### src/inc/hub_rst_pm_pkg.sv
package hub_rst_pm_pkg;

    // ----------------------------------------------------------------
    // clock and link timing
    // ----------------------------------------------------------------
    localparam int unsigned CLK_PERIOD_NS      = 10;
    localparam int unsigned SLEEP_ENTRY_NS     = 10000;    // 10 us, upper bound
    localparam int unsigned SLEEP_EXIT_NS      = 50000;    // 50 us, upper bound
    localparam int unsigned SUSP_ENTRY_US      = 3000;     // ~3 ms
    localparam int unsigned SUSP_EXIT_US       = 2000;     // ~2 ms from resume start
    localparam int unsigned POR_HOLD_US        = 100;      // power-on hold interval

    // longest times round down, kept below the bound by one cycle
    localparam int unsigned SLEEP_ENTRY_CYC    = SLEEP_ENTRY_NS / CLK_PERIOD_NS - 1;
    localparam int unsigned SLEEP_EXIT_CYC     = SLEEP_EXIT_NS / CLK_PERIOD_NS - 1;
    localparam int unsigned SUSP_ENTRY_CYC     = SUSP_ENTRY_US * 1000 / CLK_PERIOD_NS;
    localparam int unsigned SUSP_EXIT_CYC      = SUSP_EXIT_US * 1000 / CLK_PERIOD_NS;
    localparam int unsigned POR_HOLD_CYC       = POR_HOLD_US * 1000 / CLK_PERIOD_NS;

    localparam int unsigned CNT_W              = 20;
    localparam int unsigned ADDR_W             = 7;
    localparam logic [6:0]  ADDR_RST           = 7'h00;
    localparam logic        CONF_RST           = 1'b0;
    localparam logic [CNT_W-1:0] CNT_ZERO      = 20'h00000;

    // ----------------------------------------------------------------
    // link power states
    // ----------------------------------------------------------------
    typedef enum logic [5:0] {
        link_on_state        = 6'b000001,
        link_sleep_entry     = 6'b000010,
        link_sleep_state     = 6'b000100,
        link_susp_entry      = 6'b001000,
        link_suspend_state   = 6'b010000,
        link_wake            = 6'b100000
    } link_state_t;

endpackage

### src/verilog/hub_reset_and_link_power_control.sv
`timescale 1ns/1ps
`default_nettype none

// Behaviour
// [RQ1] The link has an on, a sleep and a suspend power state and moves between them on request.
// [RQ2] Sleep entry completes under 10 us and sleep exit to on completes under 50 us.
// [RQ3] Suspend entry takes about 3 ms and exit takes about 2 ms from the start of resume.
// [RQ4] Resets come from power-on, the active-low chip reset pin and an upstream bus reset.
// [RQ5] After power is applied a timer holds internal reset for a fixed interval.
// [RQ6] While the chip reset pin is low the device sits in a minimal-current standby.
// [RQ7] Chip reset disables the phy and puts every differential pair in high impedance.
// [RQ8] Chip reset abandons every transaction at once and keeps no protocol state.
// [RQ9] Chip reset restores every internal register to its default.
// [RQ10] Chip reset stops the crystal oscillator and the pll.
// [RQ11] The system asserts chip reset only once supplies are at operating level.
// [RQ12] An upstream bus reset sets the device address to zero.
// [RQ13] An upstream bus reset returns the device to the unconfigured state.
// [RQ14] An upstream bus reset while suspended brings the device back to active.
// [RQ15] An upstream bus reset is never forwarded to downstream ports.
// [RQ16] The chip reset pin is active low and its rising edge releases the device.
// [RQ17] Leaving sleep or suspend always returns the link to the on state.
module hub_reset_and_link_power_control
    import hub_rst_pm_pkg::*;
#(
    parameter int unsigned SUSP_ENTRY_CYCLES = SUSP_ENTRY_CYC,
    parameter int unsigned SUSP_EXIT_CYCLES  = SUSP_EXIT_CYC,
    parameter int unsigned POR_HOLD_CYCLES   = POR_HOLD_CYC
) (
    input  wire logic              clk_sys_i,
    input  wire logic              reset_n_i,        // chip reset pin, low holds
    input  wire logic              por_n_i,          // power-good from supply monitor
    input  wire logic              bus_reset_i,      // upstream bus reset seen
    input  wire logic              sleep_req_i,      // lpm request to sleep
    input  wire logic              suspend_req_i,    // request to suspend
    input  wire logic              resume_i,         // resume signalling begun
    input  wire logic              set_addr_i,       // host assigns an address
    input  wire logic [6:0]        addr_i,
    input  wire logic              set_config_i,     // host configures device
    input  wire logic              xact_start_i,     // transaction begins
    input  wire logic              xact_end_i,       // transaction completes
    output var  logic              core_rst_n_o,     // internal reset, low active
    output var  logic              standby_o,
    output var  logic              phy_en_o,
    output var  logic              dp_oe_n_o,        // pairs tristated when high
    output var  logic              osc_en_o,
    output var  logic              pll_en_o,
    output var  logic [6:0]        dev_addr_o,
    output var  logic              configured_o,
    output var  logic              xact_busy_o,
    output var  logic              ds_reset_o,       // downstream reset, never from bus
    output var  logic [5:0]        link_state_o,
    output var  logic              link_active_o
);

    // ----------------------------------------------------------------
    // power-on hold timer
    // ----------------------------------------------------------------
    logic por_done;

    por_hold_timer #(
        .HOLD_CYC   (POR_HOLD_CYCLES)
    ) por_hold_timer_inst (
        .clk_sys_i  (clk_sys_i),
        .reset_n_i  (reset_n_i),
        .por_n_i    (por_n_i),
        .rst_done_o (por_done)       // RQ5
    );

    logic run;
    assign run = por_done;           // RQ4

    // ----------------------------------------------------------------
    // chip-level reset outputs
    // ----------------------------------------------------------------
    logic core_rst_n_r;
    logic core_rst_n_nxt;
    logic standby_r;
    logic standby_nxt;
    logic phy_en_r;
    logic phy_en_nxt;
    logic osc_en_r;
    logic osc_en_nxt;
    logic dp_oe_n_r;
    logic dp_oe_n_nxt;
    logic ds_reset_r;
    logic ds_reset_nxt;

    // released only after the pin rises and the timer finishes
    always_comb begin
        core_rst_n_nxt = run;        // RQ16
        standby_nxt    = 1'b0;
        phy_en_nxt     = run;        // RQ7
        osc_en_nxt     = 1'b1;
        dp_oe_n_nxt    = ~run;       // RQ7
        ds_reset_nxt   = ~run;       // RQ15
    end

    // pin low forces the reset values without any clock
    always_ff @(posedge clk_sys_i or negedge reset_n_i) begin
        if (!reset_n_i) begin
            core_rst_n_r <= 1'b0;    // RQ9
            standby_r    <= 1'b1;    // RQ6
            phy_en_r     <= 1'b0;    // RQ7
            osc_en_r     <= 1'b0;    // RQ10
            dp_oe_n_r    <= 1'b1;    // RQ7
            ds_reset_r   <= 1'b1;
        end else begin
            core_rst_n_r <= core_rst_n_nxt;
            standby_r    <= standby_nxt;
            phy_en_r     <= phy_en_nxt;
            osc_en_r     <= osc_en_nxt;
            dp_oe_n_r    <= dp_oe_n_nxt;
            ds_reset_r   <= ds_reset_nxt;
        end
    end

    // ----------------------------------------------------------------
    // usb device state: address, configuration, transactions
    // ----------------------------------------------------------------
    logic [ADDR_W-1:0] addr_r;
    logic [ADDR_W-1:0] addr_nxt;
    logic              conf_r;
    logic              conf_nxt;
    logic              busy_r;
    logic              busy_nxt;

    always_comb begin
        addr_nxt = addr_r;
        conf_nxt = conf_r;
        busy_nxt = busy_r;
        if (!run) begin
            addr_nxt = ADDR_RST;
            conf_nxt = CONF_RST;
            busy_nxt = 1'b0;
        end else if (bus_reset_i) begin
            addr_nxt = ADDR_RST;     // RQ12
            conf_nxt = CONF_RST;     // RQ13
            busy_nxt = 1'b0;
        end else begin
            if (set_addr_i) begin
                addr_nxt = addr_i;
            end
            if (set_config_i) begin
                conf_nxt = 1'b1;
            end
            if (xact_start_i) begin
                busy_nxt = 1'b1;
            end else if (xact_end_i) begin
                busy_nxt = 1'b0;
            end
        end
    end

    // transactions dropped at once on the pin
    always_ff @(posedge clk_sys_i or negedge reset_n_i) begin
        if (!reset_n_i) begin
            addr_r <= ADDR_RST;
            conf_r <= CONF_RST;
            busy_r <= 1'b0;          // RQ8
        end else begin
            addr_r <= addr_nxt;
            conf_r <= conf_nxt;
            busy_r <= busy_nxt;
        end
    end

    // ----------------------------------------------------------------
    // link power state machine
    // ----------------------------------------------------------------
    link_state_t      st_r;
    link_state_t      st_nxt;
    logic [CNT_W-1:0] tmr_r;
    logic [CNT_W-1:0] tmr_nxt;
    logic [CNT_W-1:0] wake_len_r;
    logic [CNT_W-1:0] wake_len_nxt;

    always_comb begin
        st_nxt       = st_r;
        tmr_nxt      = tmr_r + 1'b1;
        wake_len_nxt = wake_len_r;
        if (!run) begin
            st_nxt  = link_on_state;
            tmr_nxt = CNT_ZERO;
        end else if (bus_reset_i) begin
            st_nxt  = link_on_state; // RQ14
            tmr_nxt = CNT_ZERO;
        end else begin
            case (st_r)
                link_on_state: begin
                    tmr_nxt = CNT_ZERO;
                    if (suspend_req_i) begin
                        st_nxt = link_susp_entry;      // RQ1
                    end else if (sleep_req_i) begin
                        st_nxt = link_sleep_entry;     // RQ1
                    end
                end
                link_sleep_entry: begin
                    if (tmr_r >= CNT_W'(SLEEP_ENTRY_CYC - 1)) begin
                        st_nxt  = link_sleep_state;    // RQ2
                        tmr_nxt = CNT_ZERO;
                    end
                end
                link_susp_entry: begin
                    if (tmr_r >= CNT_W'(SUSP_ENTRY_CYCLES - 1)) begin
                        st_nxt  = link_suspend_state;  // RQ3
                        tmr_nxt = CNT_ZERO;
                    end
                end
                link_sleep_state: begin
                    tmr_nxt = CNT_ZERO;
                    if (resume_i) begin
                        st_nxt       = link_wake;
                        wake_len_nxt = CNT_W'(SLEEP_EXIT_CYC - 1);   // RQ2
                    end
                end
                link_suspend_state: begin
                    tmr_nxt = CNT_ZERO;
                    if (resume_i) begin
                        st_nxt       = link_wake;
                        wake_len_nxt = CNT_W'(SUSP_EXIT_CYCLES - 1); // RQ3
                    end
                end
                link_wake: begin
                    if (tmr_r >= wake_len_r) begin
                        st_nxt  = link_on_state;       // RQ17
                        tmr_nxt = CNT_ZERO;
                    end
                end
                default: begin
                    st_nxt  = link_on_state;
                    tmr_nxt = CNT_ZERO;
                end
            endcase
        end
    end

    always_ff @(posedge clk_sys_i or negedge reset_n_i) begin
        if (!reset_n_i) begin
            st_r       <= link_on_state;
            tmr_r      <= CNT_ZERO;
            wake_len_r <= CNT_ZERO;
        end else begin
            st_r       <= st_nxt;
            tmr_r      <= tmr_nxt;
            wake_len_r <= wake_len_nxt;
        end
    end

    // ----------------------------------------------------------------
    // outputs, all straight from flops
    // ----------------------------------------------------------------
    assign core_rst_n_o  = core_rst_n_r;
    assign standby_o     = standby_r;
    assign phy_en_o      = phy_en_r;
    assign dp_oe_n_o     = dp_oe_n_r;  // RQ7
    assign osc_en_o      = osc_en_r;
    assign pll_en_o      = osc_en_r;   // RQ10
    assign dev_addr_o    = addr_r;
    assign configured_o  = conf_r;
    assign xact_busy_o   = busy_r;
    assign ds_reset_o    = ds_reset_r;     // RQ15
    assign link_state_o  = st_r;
    assign link_active_o = core_rst_n_r;

endmodule

`default_nettype wire

### src/verilog/por_hold_timer.sv
`timescale 1ns/1ps
`default_nettype none

// ----------------------------------------------------------------
// holds internal reset for a fixed count after power-up
// ----------------------------------------------------------------
module por_hold_timer
    import hub_rst_pm_pkg::*;
#(
    parameter int unsigned HOLD_CYC = POR_HOLD_CYC
) (
    input  wire logic clk_sys_i,
    input  wire logic reset_n_i,
    input  wire logic por_n_i,
    output var  logic rst_done_o
);

    logic [CNT_W-1:0] cnt_r;
    logic [CNT_W-1:0] cnt_nxt;
    logic             done_r;
    logic             done_nxt;

    // count up to the hold figure, then release
    always_comb begin
        cnt_nxt  = cnt_r;
        done_nxt = done_r;
        if (!por_n_i) begin
            cnt_nxt  = CNT_ZERO;
            done_nxt = 1'b0;
        end else if (!done_r) begin
            if (cnt_r >= CNT_W'(HOLD_CYC)) begin
                done_nxt = 1'b1;
            end else begin
                cnt_nxt = cnt_r + 1'b1;
            end
        end
    end

    always_ff @(posedge clk_sys_i or negedge reset_n_i) begin
        if (!reset_n_i) begin
            cnt_r  <= CNT_ZERO;
            done_r <= 1'b0;
        end else begin
            cnt_r  <= cnt_nxt;
            done_r <= done_nxt;
        end
    end

    assign rst_done_o = done_r;

endmodule

`default_nettype wire

### config.mk
export PLATFORM = sky130hd
export DESIGN_NAME = hub_reset_and_link_power_control
export DESIGN_NICKNAME = d
export VERILOG_FILES = /design/src/inc/hub_rst_pm_pkg.sv /design/src/verilog/hub_reset_and_link_power_control.sv /design/src/verilog/por_hold_timer.sv
export SDC_FILE = /design/constraint.sdc
export NUM_CORES = 1
export LEC_CHECK = 0
export ABC_AREA = 0
export BUFFER_PORTS_ARGS = -buffer_cell sky130_fd_sc_hd__clkbuf_2
export CAP_MARGIN = 20
export CELL_PAD_IN_SITES_DETAIL_PLACEMENT = 1
export CELL_PAD_IN_SITES_GLOBAL_PLACEMENT = 1
export CORE_MARGIN = 2
export CORE_UTILIZATION = 45
export DETAILED_ROUTE_END_ITERATION = 16
export PLACE_DENSITY = 0.77
export SYNTH_ARGS = -nofsm -noshare
export SYNTH_HDL_FRONTEND = slang
export SYNTH_SLANG_ARGS = --single-unit
### constraint.sdc
create_clock -name clk_sys_i -period 4.16 [get_ports clk_sys_i]
set_input_delay 0.208 -clock clk_sys_i [delete_from_list [all_inputs] [get_ports clk_sys_i]]
set_output_delay 0.208 -clock clk_sys_i [all_outputs]
set_load 0.02 [all_outputs]
### Word-level counts from Yosys, hierarchy flattened

Index checks and enable logic that the tools add are counted.

* bits in registers: 80
* word-level logic and storage cells: 77
* output and inout port bits: 23

* equality and inequality tests: 18
* bitwise gates (word level): 2
* muxes and demuxes: 34
* $lt $le $gt $ge: 4
* reduce and logical (&&, ||, !) cells: 5
* add/subtract/negate cells: 2

Operators by type and width (count)
* 2-to-1 mux 20 bit: 10
* one-hot mux 20 bit (3 select lines): 1
* 2-to-1 mux 6 bit: 8
* adder 20 x 1 -> 20 bit, second input constant: 2
* one-hot mux 20 bit (2 select lines): 1
* one-hot mux 6 bit (5 select lines): 1
* 2-to-1 mux 7 bit: 3
* >= comparator 20 x 10 -> 1 bit, second input constant: 1
* >= comparator 20 x 14 -> 1 bit, second input constant: 1
* >= comparator 20 x 19 -> 1 bit, second input constant: 1
* >= comparator 20 bit: 1
* != test 4 bit, second input constant: 5
* 2-to-1 mux 1 bit: 10
* AND reduction 5 bit: 2
* != test 2 bit, second input constant: 4
* == test 6 x 1 -> 1 bit, second input constant: 1
* == test 6 x 2 -> 1 bit, second input constant: 1
* == test 6 x 3 -> 1 bit, second input constant: 1
* == test 6 x 4 -> 1 bit, second input constant: 1
* == test 6 x 5 -> 1 bit, second input constant: 1
* == test 6 bit, second input constant: 1
* != test 3 bit, second input constant: 2
* != test 5 bit, second input constant: 1
* NOT 1 bit: 2
* 3 further kinds: 3

### Longest topological paths before layout

Gate-level depths: netlist of run 1.

* depth in word-level cells: 5
* mapped depth: 10
* gate-level depth less buffers: 8

### Cells and area by module

A second synthesis of run 1 with hierarchy kept.

* cells, all modules: 347
* area total of the unflattened synthesis: 3422.0 um^2

Modules (own cells, without submodules)
* hub_reset_and_link_power_control: cells an instance 243, instances 1, area an instance 2327.2 um^2
* por_hold_timer: cells an instance 104, instances 1, area an instance 1094.8 um^2

### Least setup slack after synthesis of run 1

OpenSTA, ideal clock, no wires.

* path kind: register to register
* start point: register tmr_r[0]
* end point: register st_r[2], in the netlist link_state_o[2]
* setup time: 128 ps
* buffers on the path: 0
* data arrival time: 2058 ps
* clock period less this slack: 2186 ps
* stages on the path, launching flop included: 9
* path slack: 1974 ps
* path through: dfrtp_1 -> inv_1 -> ha_1 -> nand2b_1 -> a2111o_1 -> a211oi_2 -> o211ai_1 -> nand4_1 -> mux2_1

* word-level cells in the longest chain between the ends: 3

RTL lines
* start, declared: RTL line hub_reset_and_link_power_control.sv:172 `logic [CNT_W-1:0] tmr_r;`
* start signal, assigned: RTL line hub_reset_and_link_power_control.sv:244 `tmr_r <= tmr_nxt;`
* >= comparator 20 bit (tied with other cells): RTL line hub_reset_and_link_power_control.sv:224 `if (tmr_r >= wake_len_r) begin`
* != test 4 bit (no line)
* AND reduction 5 bit (no line) (*)
* end signal, assigned: RTL line hub_reset_and_link_power_control.sv:239 `st_r <= link_on_state;`
* end signal, assigned: RTL line hub_reset_and_link_power_control.sv:243 `st_r <= st_nxt;`
* end, declared: RTL line hub_reset_and_link_power_control.sv:170 `link_state_t st_r;`

Every way passes the cells marked *; elsewhere a longest branch is shown, timed or not.
A chain may end at the register's enable or synchronous reset.

### Final worst setup path of run 1

* start point: register wake_len_r[16]
* end point: register tmr_r[3]

* word-level cells in the longest chain between the ends: 5

RTL lines
* start, declared: RTL line hub_reset_and_link_power_control.sv:174 `logic [CNT_W-1:0] wake_len_r;`
* start signal, assigned: RTL line hub_reset_and_link_power_control.sv:245 `wake_len_r <= wake_len_nxt;`
* >= comparator 20 bit: RTL line hub_reset_and_link_power_control.sv:224
* 2-to-1 mux 20 bit: RTL line hub_reset_and_link_power_control.sv:224
* one-hot mux 20 bit (3 select lines): RTL line hub_reset_and_link_power_control.sv:188 `case (st_r)`
* 2-to-1 mux 20 bit: RTL line hub_reset_and_link_power_control.sv:184 `end else if (bus_reset_i) begin`
* 2-to-1 mux 20 bit: RTL line hub_reset_and_link_power_control.sv:181 `if (!run) begin`
* net tmr_nxt[3]: RTL line hub_reset_and_link_power_control.sv:173 `logic [CNT_W-1:0] tmr_nxt;`

The timed path passes the listed nets, and every way through them passes these cells.

==> impl_metrics.py, run 1 <==
metrics = {
    "timing": {
        "tightestPinTransition_ns": 1.023,
        "worst_clock_skew_ns": 0.008383,
        "setup_slack_ns": 1.482,
        "final-hold-violation-count": 0,
        "hold_ws_ns": 0.08540,
        "timing.max_slew.rel_slack": 0.3159,
        "layout_worst_path_cycle_share": 0.6437,
        "setup-tns-final_ns": 0,
        "maxClockFrequency_ghz": 0.3734,
        "final_max_slew_viol_count": 0,
        "setup_repair_after_global_routing_missed_its_margin": "false",
        "setup-violations-final": 0,
        "timing.final.crit_period_ns": 2.678,
    },
    "placed_design": {
        "pre_cts_ws_ns": 1.490,
        "dpl.hpwl_microns": 5751,
        "io_buffers": 40,
        "gp_congestion": 0.7945,
    },
    "floorplanning": {
        "area_of_the_die_sq_um": 8295,
        "design.core.area_sq_um": 7292,
        "placementRows": 31,
        "starting_utilization_of_the_core_area": 0.4679,
        "design.portCount": 41,
        "die_height_microns": 91.08,
        "chipWidth_microns": 91.08,
    },
    "grt": {
        "overflow_left_after_global_routing": 0,
        "grtUsageTotal": 0.2065,
        "first_pass_grt_wire_length_microns": 13630,
        "globalRoute.busiestLayer": "met2",
        "antenna_found_initial": 0,
        "met1_usage": 0.2684,
        "via_count_of_the_first_global_routing_pass": 2740,
        "grt_max_degree": 36,
        "groute.layer.met2.usage": 0.3488,
        "grt_use_met3": 0.03402,
    },
    "detailed_routing": {
        "detail_route.vias_per_cell": 5.529,
        "drtPass1Iterations": 4,
        "drc": 0,
        "route.detailed.wl_per_inst_microns": 16.39,
        "detail-route-antenna-nets": 0,
        "postRouteWirelength_microns": 7803,
        "drt_iter0_drcs": 124,
        "route.vias.total": 2632,
    },
    "power": {
        "p_int_mw": 0.9415,
        "total_switching_power_mw": 0.2790,
        "combPwrFrac": 0.040,
        "power.share.switching": 0.2286,
        "vdd_ir_drop_max_v": 0.0001239,
        "areal_power_density_over_the_cells_nw_per_um2": 314.8,
        "power_leakage_nw": 1.784,
        "power.clock.fraction": 0.453,
        "share_seq_of_total_power": 0.507,
    },
    "yosys": {
        "area_fraction_in_compound_gates_after_synthesis": 0.07261,
        "synthXorXnorAreaFrac": 0.08214,
        "netlist-cell-type-count": 48,
        "synth_adder_area_share": 0.06601,
        "postSynth.asyncResetShare": 1.000,
        "synth-seq-cells": 63,
        "synth_simple_gate_area_frac": 0.2486,
        "number_of_flops_mapped_to_enable_cells_by_yosys": 0,
        "synth_area_sq_um": 3412,
        "synth.yosys.seq_area_share": 0.4631,
        "post_synthesis_average_cell_area_sq_um": 10.25,
        "synth.area.mux_share": 0.02714,
        "post_synth_inst_count": 333,
        "synth_top_family_by_area": "simple AND/OR/NAND/NOR gates",
        "yosys_warnings": 0,
        "synth_flop_cell": "dfrtp_1",
    },
    "clocking": {
        "clk_path_buf_depth": 2,
        "post_cts_setup_buffers": 0,
        "cts_tree": "yes",
        "clk_root_buffer_cell": "clkbuf_8",
        "clk_pin_slew_ns": 0.07,
        "cts_sinks": 63,
        "worstSkewPairLatency_ns": 0.34,
        "htreeDepth": 3,
        "cts_made_buffers": 9,
    },
    "setup_path": {
        "critical_path.startpoint_type": "register",
        "critPathKind": "register to register",
        "cp_top_delay_family": "compound AO/OA/AOI/OAI gates",
        "beginning_of_the_worst_register_to_register_path": "wake_len_r[16]",
        "r2r_slack_ns": 1.48,
        "r2r_cells": 8,
        "critical_path_s_slowest_cell": "o311a_1",
        "worst_setup_path_end_kind": "register",
        "series_of_cell_instances_along_the_critical_path": "inv_1 -> ha_1 -> nand4_1 -> a211oi_1 -> a211oi_2 -> o21ai_1 -> o311a_1 -> nor3_1",
        "critical_path.max_stage_delay_ns": 0.81,
        "worst_ep_required_time_ns": 4.34,
        "worstPathMaxFanout": 19,
        "critical_path.reg2reg.endpoint": "tmr_r[3]",
        "worst-endpoint-arrival_ns": 2.85,
        "critical_path_buf_inv_count": 1,
    },
    "hold_path": {
        "hp-class": "input port to register",
        "hold_depth": 2,
        "hold-path-endpoint": "link_state_o[1]",
        "hold_path_startpoint": "suspend_req_i",
    },
    "final_layout": {
        "final_core_density": 0.5317,
        "final_layout_size_suffix_gt1_frac": 0.2016,
        "final_nets": 409,
        "syn2layout_area_growth_pct": 13.64,
        "diodes": 0,
    },
    "status": {
        "run_status": "complete, no violations",
    },
    "run": {
        "drv_cap": 0,
    },
}
==> kinds of logic after synthesis <==
family / Yosys count
DFF: 63
adders and majority gates: 18
AOI/OAI and AO/OA: 34
xor gates and xnor gates: 32
buffers and inverters: 26
and+or+nand+nor: 149
other: 2
muxes: 9
==> worst register-to-register path, cell delays in order (launching register included) <==
cell and delay (ns):
dfrtp_1 0.39, inv_1 0.17, ha_1 0.37, nand4_1 0.12
a211oi_1 0.24, a211oi_2 0.12, o21ai_1 0.15, o311a_1 0.81
nor3_1 0.16
==> cells in the mapped netlist, drive strengths merged (9+ instances only) <==
library cell,n,share of area
nand4,9,0.017
xor2,12,0.031
nor3,27,0.054
o21ai,9,0.014
nand2,20,0.022
and2,19,0.035
dfrtp,60,0.44
a21oi,9,0.013
inv,12,0.013
nand3,18,0.026
xnor2,20,0.051
ha,18,0.066
nor2,28,0.031
==> metal layers <==
| metal | share of wire | up-vias |
|---|---|---|
| li1 | - | 1249 |
| met2 | 0.49 | 56 |
| met4 | 0.013 | 0 |
| met1 | 0.46 | 1318 |
| met3 | 0.036 | 9 |
| met5 | 0 | - |
==> how the worst max path moves through the flow <==
stage,from,to,depth (start not counted)
4_1_cts,wake_len_r[16],tmr_r[3],8
3_3_place_gp,wake_len_r[16],tmr_r[8],8
3_5_place_dp,wake_len_r[16],tmr_r[3],8
2_1_floorplan,tmr_r[0],link_state_o[2],8
5_1_grt,wake_len_r[16],tmr_r[5],8
6_report,wake_len_r[16],tmr_r[3],8
==> per-stage QoR <==
stage	cells	area, sq um	power [mW]
after detailed placement	460	3662	0.6805
after global placement	460	3662	0.6783
after global routing	476	3877	1.264
after CTS	476	3877	1.236
after floorplan	334	3416	0.6522
final	476	3877	1.221
==> power groups by stage <==
stage          sequential, mW  clock (mW)  combinational (mW)
2_1_floorplan           0.632           0              0.0203
3_3_place_gp            0.631           0              0.0475
3_5_place_dp            0.631           0              0.0493
4_1_cts                 0.619       0.566              0.0503
5_1_grt                 0.620       0.588              0.0557
6_report                0.619       0.552              0.0487
==> placed cells by master, fill, tap and decap left out, types with 4 or more instances in the layout <==
master     n
o21ai_0    5
nor3_2    10
nand3_1   18
a21oi_1    9
xnor2_1   20
xor2_1    12
clkbuf_2  40
nand4_1    9
clkbuf_8  11
and3_1     8
nor3_1    17
ha_1      18
dfrtp_1   60
mux2i_1    7
and2_1    19
nand2_1   20
nor2_1    28
a31oi_1    4
inv_1     12
==> registers in the layout (all words and copies together), names as in the netlist <==
register / count
dev_addr_o: 7
tmr_r: 20
wake_len_r: 3
ds_reset_o: 1
xact_busy_o: 1
phy_en_o: 1
standby_o: 1
osc_en_o: 1
configured_o: 1
por_hold_timer_inst.rst_done_o: 1
link_state_o: 6
por_hold_timer_inst.cnt_r: 20
==> layout make-up <==
| cell class | count | area (sq um) |
|---|---|---|
| clock buffer | 11 | 151.4 |
| multi-input combinational | 245 | 1705 |
| fill | 839 | 3415 |
| clock inverter | 4 | 53.80 |
| inverter | 12 | 45.04 |
| sequential | 63 | 1580 |
| timing repair buffer | 42 | 217.7 |
| tap | 99 | 123.9 |
==> timing repair <==
| item | in CTS | in global routing |
|---|---|---|
| hold buffers | 1 | 0 |
| endpoints found under the hold margin | 28 | 0 |
| endpoints found under the setup margin | 0 | 0 |
| gates resized for setup | 0 | 0 |
(Power assumes the default switching activity.)
==> run 2: changes to the inputs <==
- clock period: 4.16 -> 2.6 ns (I/O delays scaled with it)
==> impl_metrics.py, run 2 (synthesized netlist as in run 1, its figures left out) <==
metrics = {
    "timing": {
        "layout_worst_path_cycle_share": 0.9361,
        "final_max_slew_viol_count": 0,
        "setup_repair_after_global_routing_missed_its_margin": "false",
        "maxClockFrequency_ghz": 0.4109,
        "timing.max_slew.rel_slack": 0.4708,
        "final-hold-violation-count": 0,
        "setup-violations-final": 0,
        "tightestPinTransition_ns": 0.7938,
        "timing.final.crit_period_ns": 2.434,
        "setup-tns-final_ns": 0,
        "hold_ws_ns": 0.01924,
        "worst_clock_skew_ns": 0.009376,
    },
    "clocking": {
        "post_cts_setup_buffers": 0,
        "cts_made_buffers": 9,
        "post_cts_resized": 0,
        "htreeDepth": 3,
        "cts_tree": "yes",
        "clk_path_buf_depth": 2,
        "clk_pin_slew_ns": 0.07,
        "clk_root_buffer_cell": "clkbuf_8",
        "cts-hold-fix-buffers": 3,
        "cts_sinks": 63,
        "worstSkewPairLatency_ns": 0.35,
    },
    "power": {
        "combPwrFrac": 0.038,
        "p_int_mw": 1.566,
        "power.share.switching": 0.2378,
        "power.clock.fraction": 0.479,
        "areal_power_density_over_the_cells_nw_per_um2": 516.1,
        "share_seq_of_total_power": 0.482,
        "power_leakage_nw": 1.850,
        "vdd_ir_drop_max_v": 0.0002174,
        "total_switching_power_mw": 0.4885,
    },
    "setup_path": {
        "crit_end": "link_state_o[4]",
        "worst-endpoint-arrival_ns": 2.67,
        "r2r_slack_ns": 0.17,
        "critical_path.startpoint_type": "register",
        "r2r_cells": 8,
        "beginning_of_the_worst_register_to_register_path": "wake_len_r[16]",
        "worst_setup_path_startpoint": "wake_len_r[16]",
        "worst_setup_path_end_kind": "register",
        "critPathKind": "register to register",
        "worstPathMaxFanout": 5,
        "critical_path.reg2reg.endpoint": "link_state_o[4]",
        "worst_ep_required_time_ns": 2.83,
    },
    "grt": {
        "antenna_found_initial": 0,
        "grt_max_degree": 64,
        "grtUsageTotal": 0.2059,
        "first_pass_grt_wire_length_microns": 13700,
        "via_count_of_the_first_global_routing_pass": 2770,
        "overflow_left_after_global_routing": 0,
    },
    "detailed_routing": {
        "drc": 0,
        "detail_route.vias_per_cell": 5.374,
        "route.detailed.wl_per_inst_microns": 15.98,
        "drt_iter0_drcs": 80,
        "detail-route-antenna-nets": 0,
        "route.vias.total": 2617,
        "postRouteWirelength_microns": 7782,
        "drtPass1Iterations": 4,
    },
    "status": {
        "run_status": "complete, no violations",
    },
    "final_layout": {
        "syn2layout_area_growth_pct": 16.65,
        "final_cell_mix": "60 x dfrtp_1, 40 x clkbuf_2, 28 x nor2_1",
        "final_nets": 419,
        "fillerInstances": 821,
        "final_layout_size_suffix_gt1_frac": 0.2191,
        "layout.cells.most_common": "dfrtp_1",
        "diodes": 0,
    },
    "placed_design": {
        "dpl.hpwl_microns": 5563,
        "gp_congestion": 0.8314,
        "io_buffers": 40,
    },
    "floorplanning": {
        "design.portCount": 41,
        "die_height_microns": 91.08,
        "chipWidth_microns": 91.08,
        "starting_utilization_of_the_core_area": 0.4679,
        "area_of_the_die_sq_um": 8295,
        "placementRows": 31,
        "design.core.area_sq_um": 7292,
    },
    "hold_path": {
        "hp-class": "input port to register",
    },
    "run": {
        "drv_cap": 0,
    },
}
## run 2: cell count changes in the layout (fill, tap and decap cells not counted)
cell | previous run | this run
buf_4 | 1 | 9
bufinv_16 | 1 | 2
clkbuf_8 | 11 | 9
clkinv_4 | 0 | 3
clkinvlp_4 | 2 | 0
dlygate4sd3_1 | 1 | 3
inv_6 | 1 | 2
## run 2: metal layers
layer | track usage | wire length [microns] | vias up
met2 | 0.3148 | 3594 | 62
met1 | 0.2847 | 3743 | 1278
met5 | 0 | 0 | -
met4 | 0.07576 | 113 | 0
met3 | 0.04979 | 330 | 10
li1 | - | - | 1267
## run 2: per-stage QoR
stage	instance area, sq um	util	setup WS (ns)	std cells	power (mW)
2_1_floorplan	3416	-	0.4142	334	1.044
3_5_place_dp	3722	0.5105	0.2019	468	1.087
4_1_cts	3980	0.5458	0.1856	487	2.081
6_report	3980	0.5458	0.1663	487	2.054
3_3_place_gp	3722	0.5105	0.3143	468	1.084
5_1_grt	3980	0.5458	0.05046	487	2.138
## run 2: worst min-delay path by stage
| stage | startpoint | end | cells past startpoint |
|---|---|---|---|
| floorplan | reset_n_i | configured_o | 0 |
| global placement | reset_n_i | por_hold_timer_inst.cnt_r[6] | 2 |
| detailed placement | reset_n_i | por_hold_timer_inst.cnt_r[6] | 2 |
| CTS | suspend_req_i | link_state_o[1] | 2 |
| global route | suspend_req_i | link_state_o[1] | 2 |
| finish | suspend_req_i | link_state_o[1] | 2 |
## run 2: layout make-up
type,instances,area [sq um],share of cell area
Clock buffer,9,123.9,0.03112
Clock inverter,7,103.9,0.02609
Inverter,12,45.04,0.01132
Multi-Input combinational cell,245,1705,0.4285
Sequential cell,63,1580,0.3970
Tap cell,99,123.9,0.03112
Timing Repair Buffer,52,297.8,0.07482
## run 2: power by group through the flow
| stage | Clock [mW] | Combinational, mW | Sequential (mW) |
|---|---|---|---|
| 2_1_floorplan | 0 | 0.0324 | 1.01 |
| 3_3_place_gp | 0 | 0.0748 | 1.01 |
| 3_5_place_dp | 0 | 0.0771 | 1.01 |
| 4_1_cts | 1.01 | 0.0809 | 0.991 |
| 5_1_grt | 1.06 | 0.0906 | 0.991 |
| 6_report | 0.985 | 0.0785 | 0.991 |
## run 2: critical path, stage by stage (launching register included)
cell and delay (ns):
dfrtp_1 0.40, inv_1 0.17, ha_1 0.28, a2111oi_0 0.43, nor3_1 0.13, a211oi_2 0.19
o211ai_1 0.16, nand4_1 0.21, mux2_1 0.35
==> run 3: changes to the inputs <==
- RECOVER_POWER: not set -> 50
==> impl_metrics.py, run 3 (synthesized netlist as in run 1, its figures left out) <==
metrics = {
    "timing": {
        "worst_clock_skew_ns": 0.009377,
        "layout_worst_path_cycle_share": 0.9366,
        "final-hold-violation-count": 0,
        "timing.max_slew.rel_slack": -0.02567,
        "timing.final.crit_period_ns": 2.435,
        "maxClockFrequency_ghz": 0.4106,
        "setup_repair_after_global_routing_missed_its_margin": "false",
        "setup-violations-final": 0,
        "hold_ws_ns": 0.01588,
        "tightestPinTransition_ns": 1.538,
        "setup-tns-final_ns": 0,
        "final_max_slew_viol_count": 64,
    },
    "clocking": {
        "htreeDepth": 3,
        "cts-hold-fix-buffers": 3,
        "cts_sinks": 63,
        "clk_path_buf_depth": 2,
        "cts_made_buffers": 9,
        "clk_root_buffer_cell": "clkbuf_8",
        "post_cts_setup_buffers": 0,
        "clk_pin_slew_ns": 0.07,
        "worstSkewPairLatency_ns": 0.35,
        "cts_tree": "yes",
        "post_cts_resized": 0,
    },
    "grt": {
        "first_pass_grt_wire_length_microns": 13700,
        "grt_max_degree": 64,
        "overflow_left_after_global_routing": 0,
        "via_count_of_the_first_global_routing_pass": 2770,
        "grtUsageTotal": 0.2059,
        "antenna_found_initial": 0,
    },
    "final_layout": {
        "syn2layout_area_growth_pct": 16.03,
        "final_nets": 419,
        "final_cell_mix": "60 x dfrtp_1, 28 x nor2_1, 26 x clkbuf_2",
        "layout.cells.most_common": "dfrtp_1",
        "layoutNonFillerInstCount": 487,
        "final_layout_size_suffix_gt1_frac": 0.1804,
        "diodes": 0,
        "fillerInstances": 827,
    },
    "setup_path": {
        "worst-endpoint-arrival_ns": 2.67,
        "r2r_cells": 8,
        "beginning_of_the_worst_register_to_register_path": "wake_len_r[16]",
        "critPathKind": "register to register",
        "worstPathMaxFanout": 5,
        "worst_setup_path_startpoint": "wake_len_r[16]",
        "r2r_slack_ns": 0.16,
        "worst_ep_required_time_ns": 2.83,
        "critical_path.reg2reg.endpoint": "link_state_o[4]",
        "worst_setup_path_end_kind": "register",
        "critical_path.startpoint_type": "register",
    },
    "detailed_routing": {
        "postRouteWirelength_microns": 7821,
        "drt_iter0_drcs": 61,
        "drc": 0,
        "detail_route.vias_per_cell": 5.374,
        "route.vias.total": 2617,
        "route.detailed.wl_per_inst_microns": 16.06,
        "detail-route-antenna-nets": 0,
        "drtPass1Iterations": 4,
    },
    "floorplanning": {
        "design.core.area_sq_um": 7292,
        "die_height_microns": 91.08,
        "design.portCount": 41,
        "starting_utilization_of_the_core_area": 0.4679,
        "area_of_the_die_sq_um": 8295,
        "placementRows": 31,
        "chipWidth_microns": 91.08,
    },
    "power": {
        "areal_power_density_over_the_cells_nw_per_um2": 518.7,
        "vdd_ir_drop_max_v": 0.0002174,
        "power_leakage_nw": 1.793,
    },
    "hold_path": {
        "hold_depth": 2,
        "hold-path-endpoint": "link_state_o[1]",
        "hp-class": "input port to register",
        "hold_path_startpoint": "suspend_req_i",
    },
    "placed_design": {
        "gp_congestion": 0.8314,
        "io_buffers": 40,
        "dpl.hpwl_microns": 5563,
        "dp_cells": 468,
    },
    "status": {
        "run_status": "finished, violations left",
        "failed_checks": "max-capacitance violations, max-slew violations",
    },
    "run": {
        "drv_cap": 1,
    },
}
-- run 3: changes by cell type in the layout (fill, tap and decap cells not counted), sizes merged --
cell    previous run  this run
buf                9         8
clkbuf            49        50
-- run 3: through the flow --
| step | worst slack [ns] | instance area (sq um) | utilization | power (mW) |
|---|---|---|---|---|
| final | 0.1647 | 3959 | 0.5429 | 2.053 |
| after global routing | 0.05046 | 3959 | 0.5429 | 2.137 |
| after CTS | 0.1856 | 3980 | 0.5458 | 2.081 |
| after detailed placement | 0.2019 | 3722 | 0.5105 | 1.087 |
| after global placement | 0.3143 | 3722 | 0.5105 | 1.084 |
| after floorplan | 0.4142 | 3416 | - | 1.044 |
-- run 3: final cells by class --
type / instances / area [sq um] / area share
Clock inverter: 7 / 103.9 / 0.02623
Inverter: 12 / 45.04 / 0.01138
Sequential cell: 63 / 1580 / 0.3992
Multi-Input combinational cell: 245 / 1705 / 0.4308
Timing Repair Buffer: 52 / 276.5 / 0.06985
Tap cell: 99 / 123.9 / 0.03129
Clock buffer: 9 / 123.9 / 0.03129
-- run 3: power by group --
part	leakage (nW)	internal, mW	switching [mW]	total [mW]
Sequential	0.853	0.986	0.00441	0.991
Combinational	0.826	0.0275	0.0500	0.0775
Clock	0.114	0.551	0.434	0.985
-- run 3: metal layers --
metal / up-vias / share of wire / track usage / wire length, microns
met5: - / 0 / 0 / 0
met2: 64 / 0.46 / 0.3148 / 3608
met1: 1276 / 0.48 / 0.2847 / 3757
met3: 10 / 0.044 / 0.04979 / 341
met4: 0 / 0.014 / 0.07576 / 113
li1: 1267 / - / - / -
-- run 3: worst max path at each step --
stage	slack, ns	endpoint
after floorplan	0.41	link_state_o[2]
after global placement	0.31	link_state_o[4]
after detailed placement	0.20	link_state_o[4]
after CTS	0.19	link_state_o[4]
after global routing	0.05	link_state_o[4]
final	0.16	link_state_o[4]
-- run 3: worst max-delay path, stage by stage, from the launching register on --
cell,delay [ns]
dfrtp_1,0.40
inv_1,0.17
ha_1,0.28
a2111oi_0,0.43
nor3_1,0.13
a211oi_2,0.19
o211ai_1,0.16
nand4_1,0.21
mux2_1,0.35
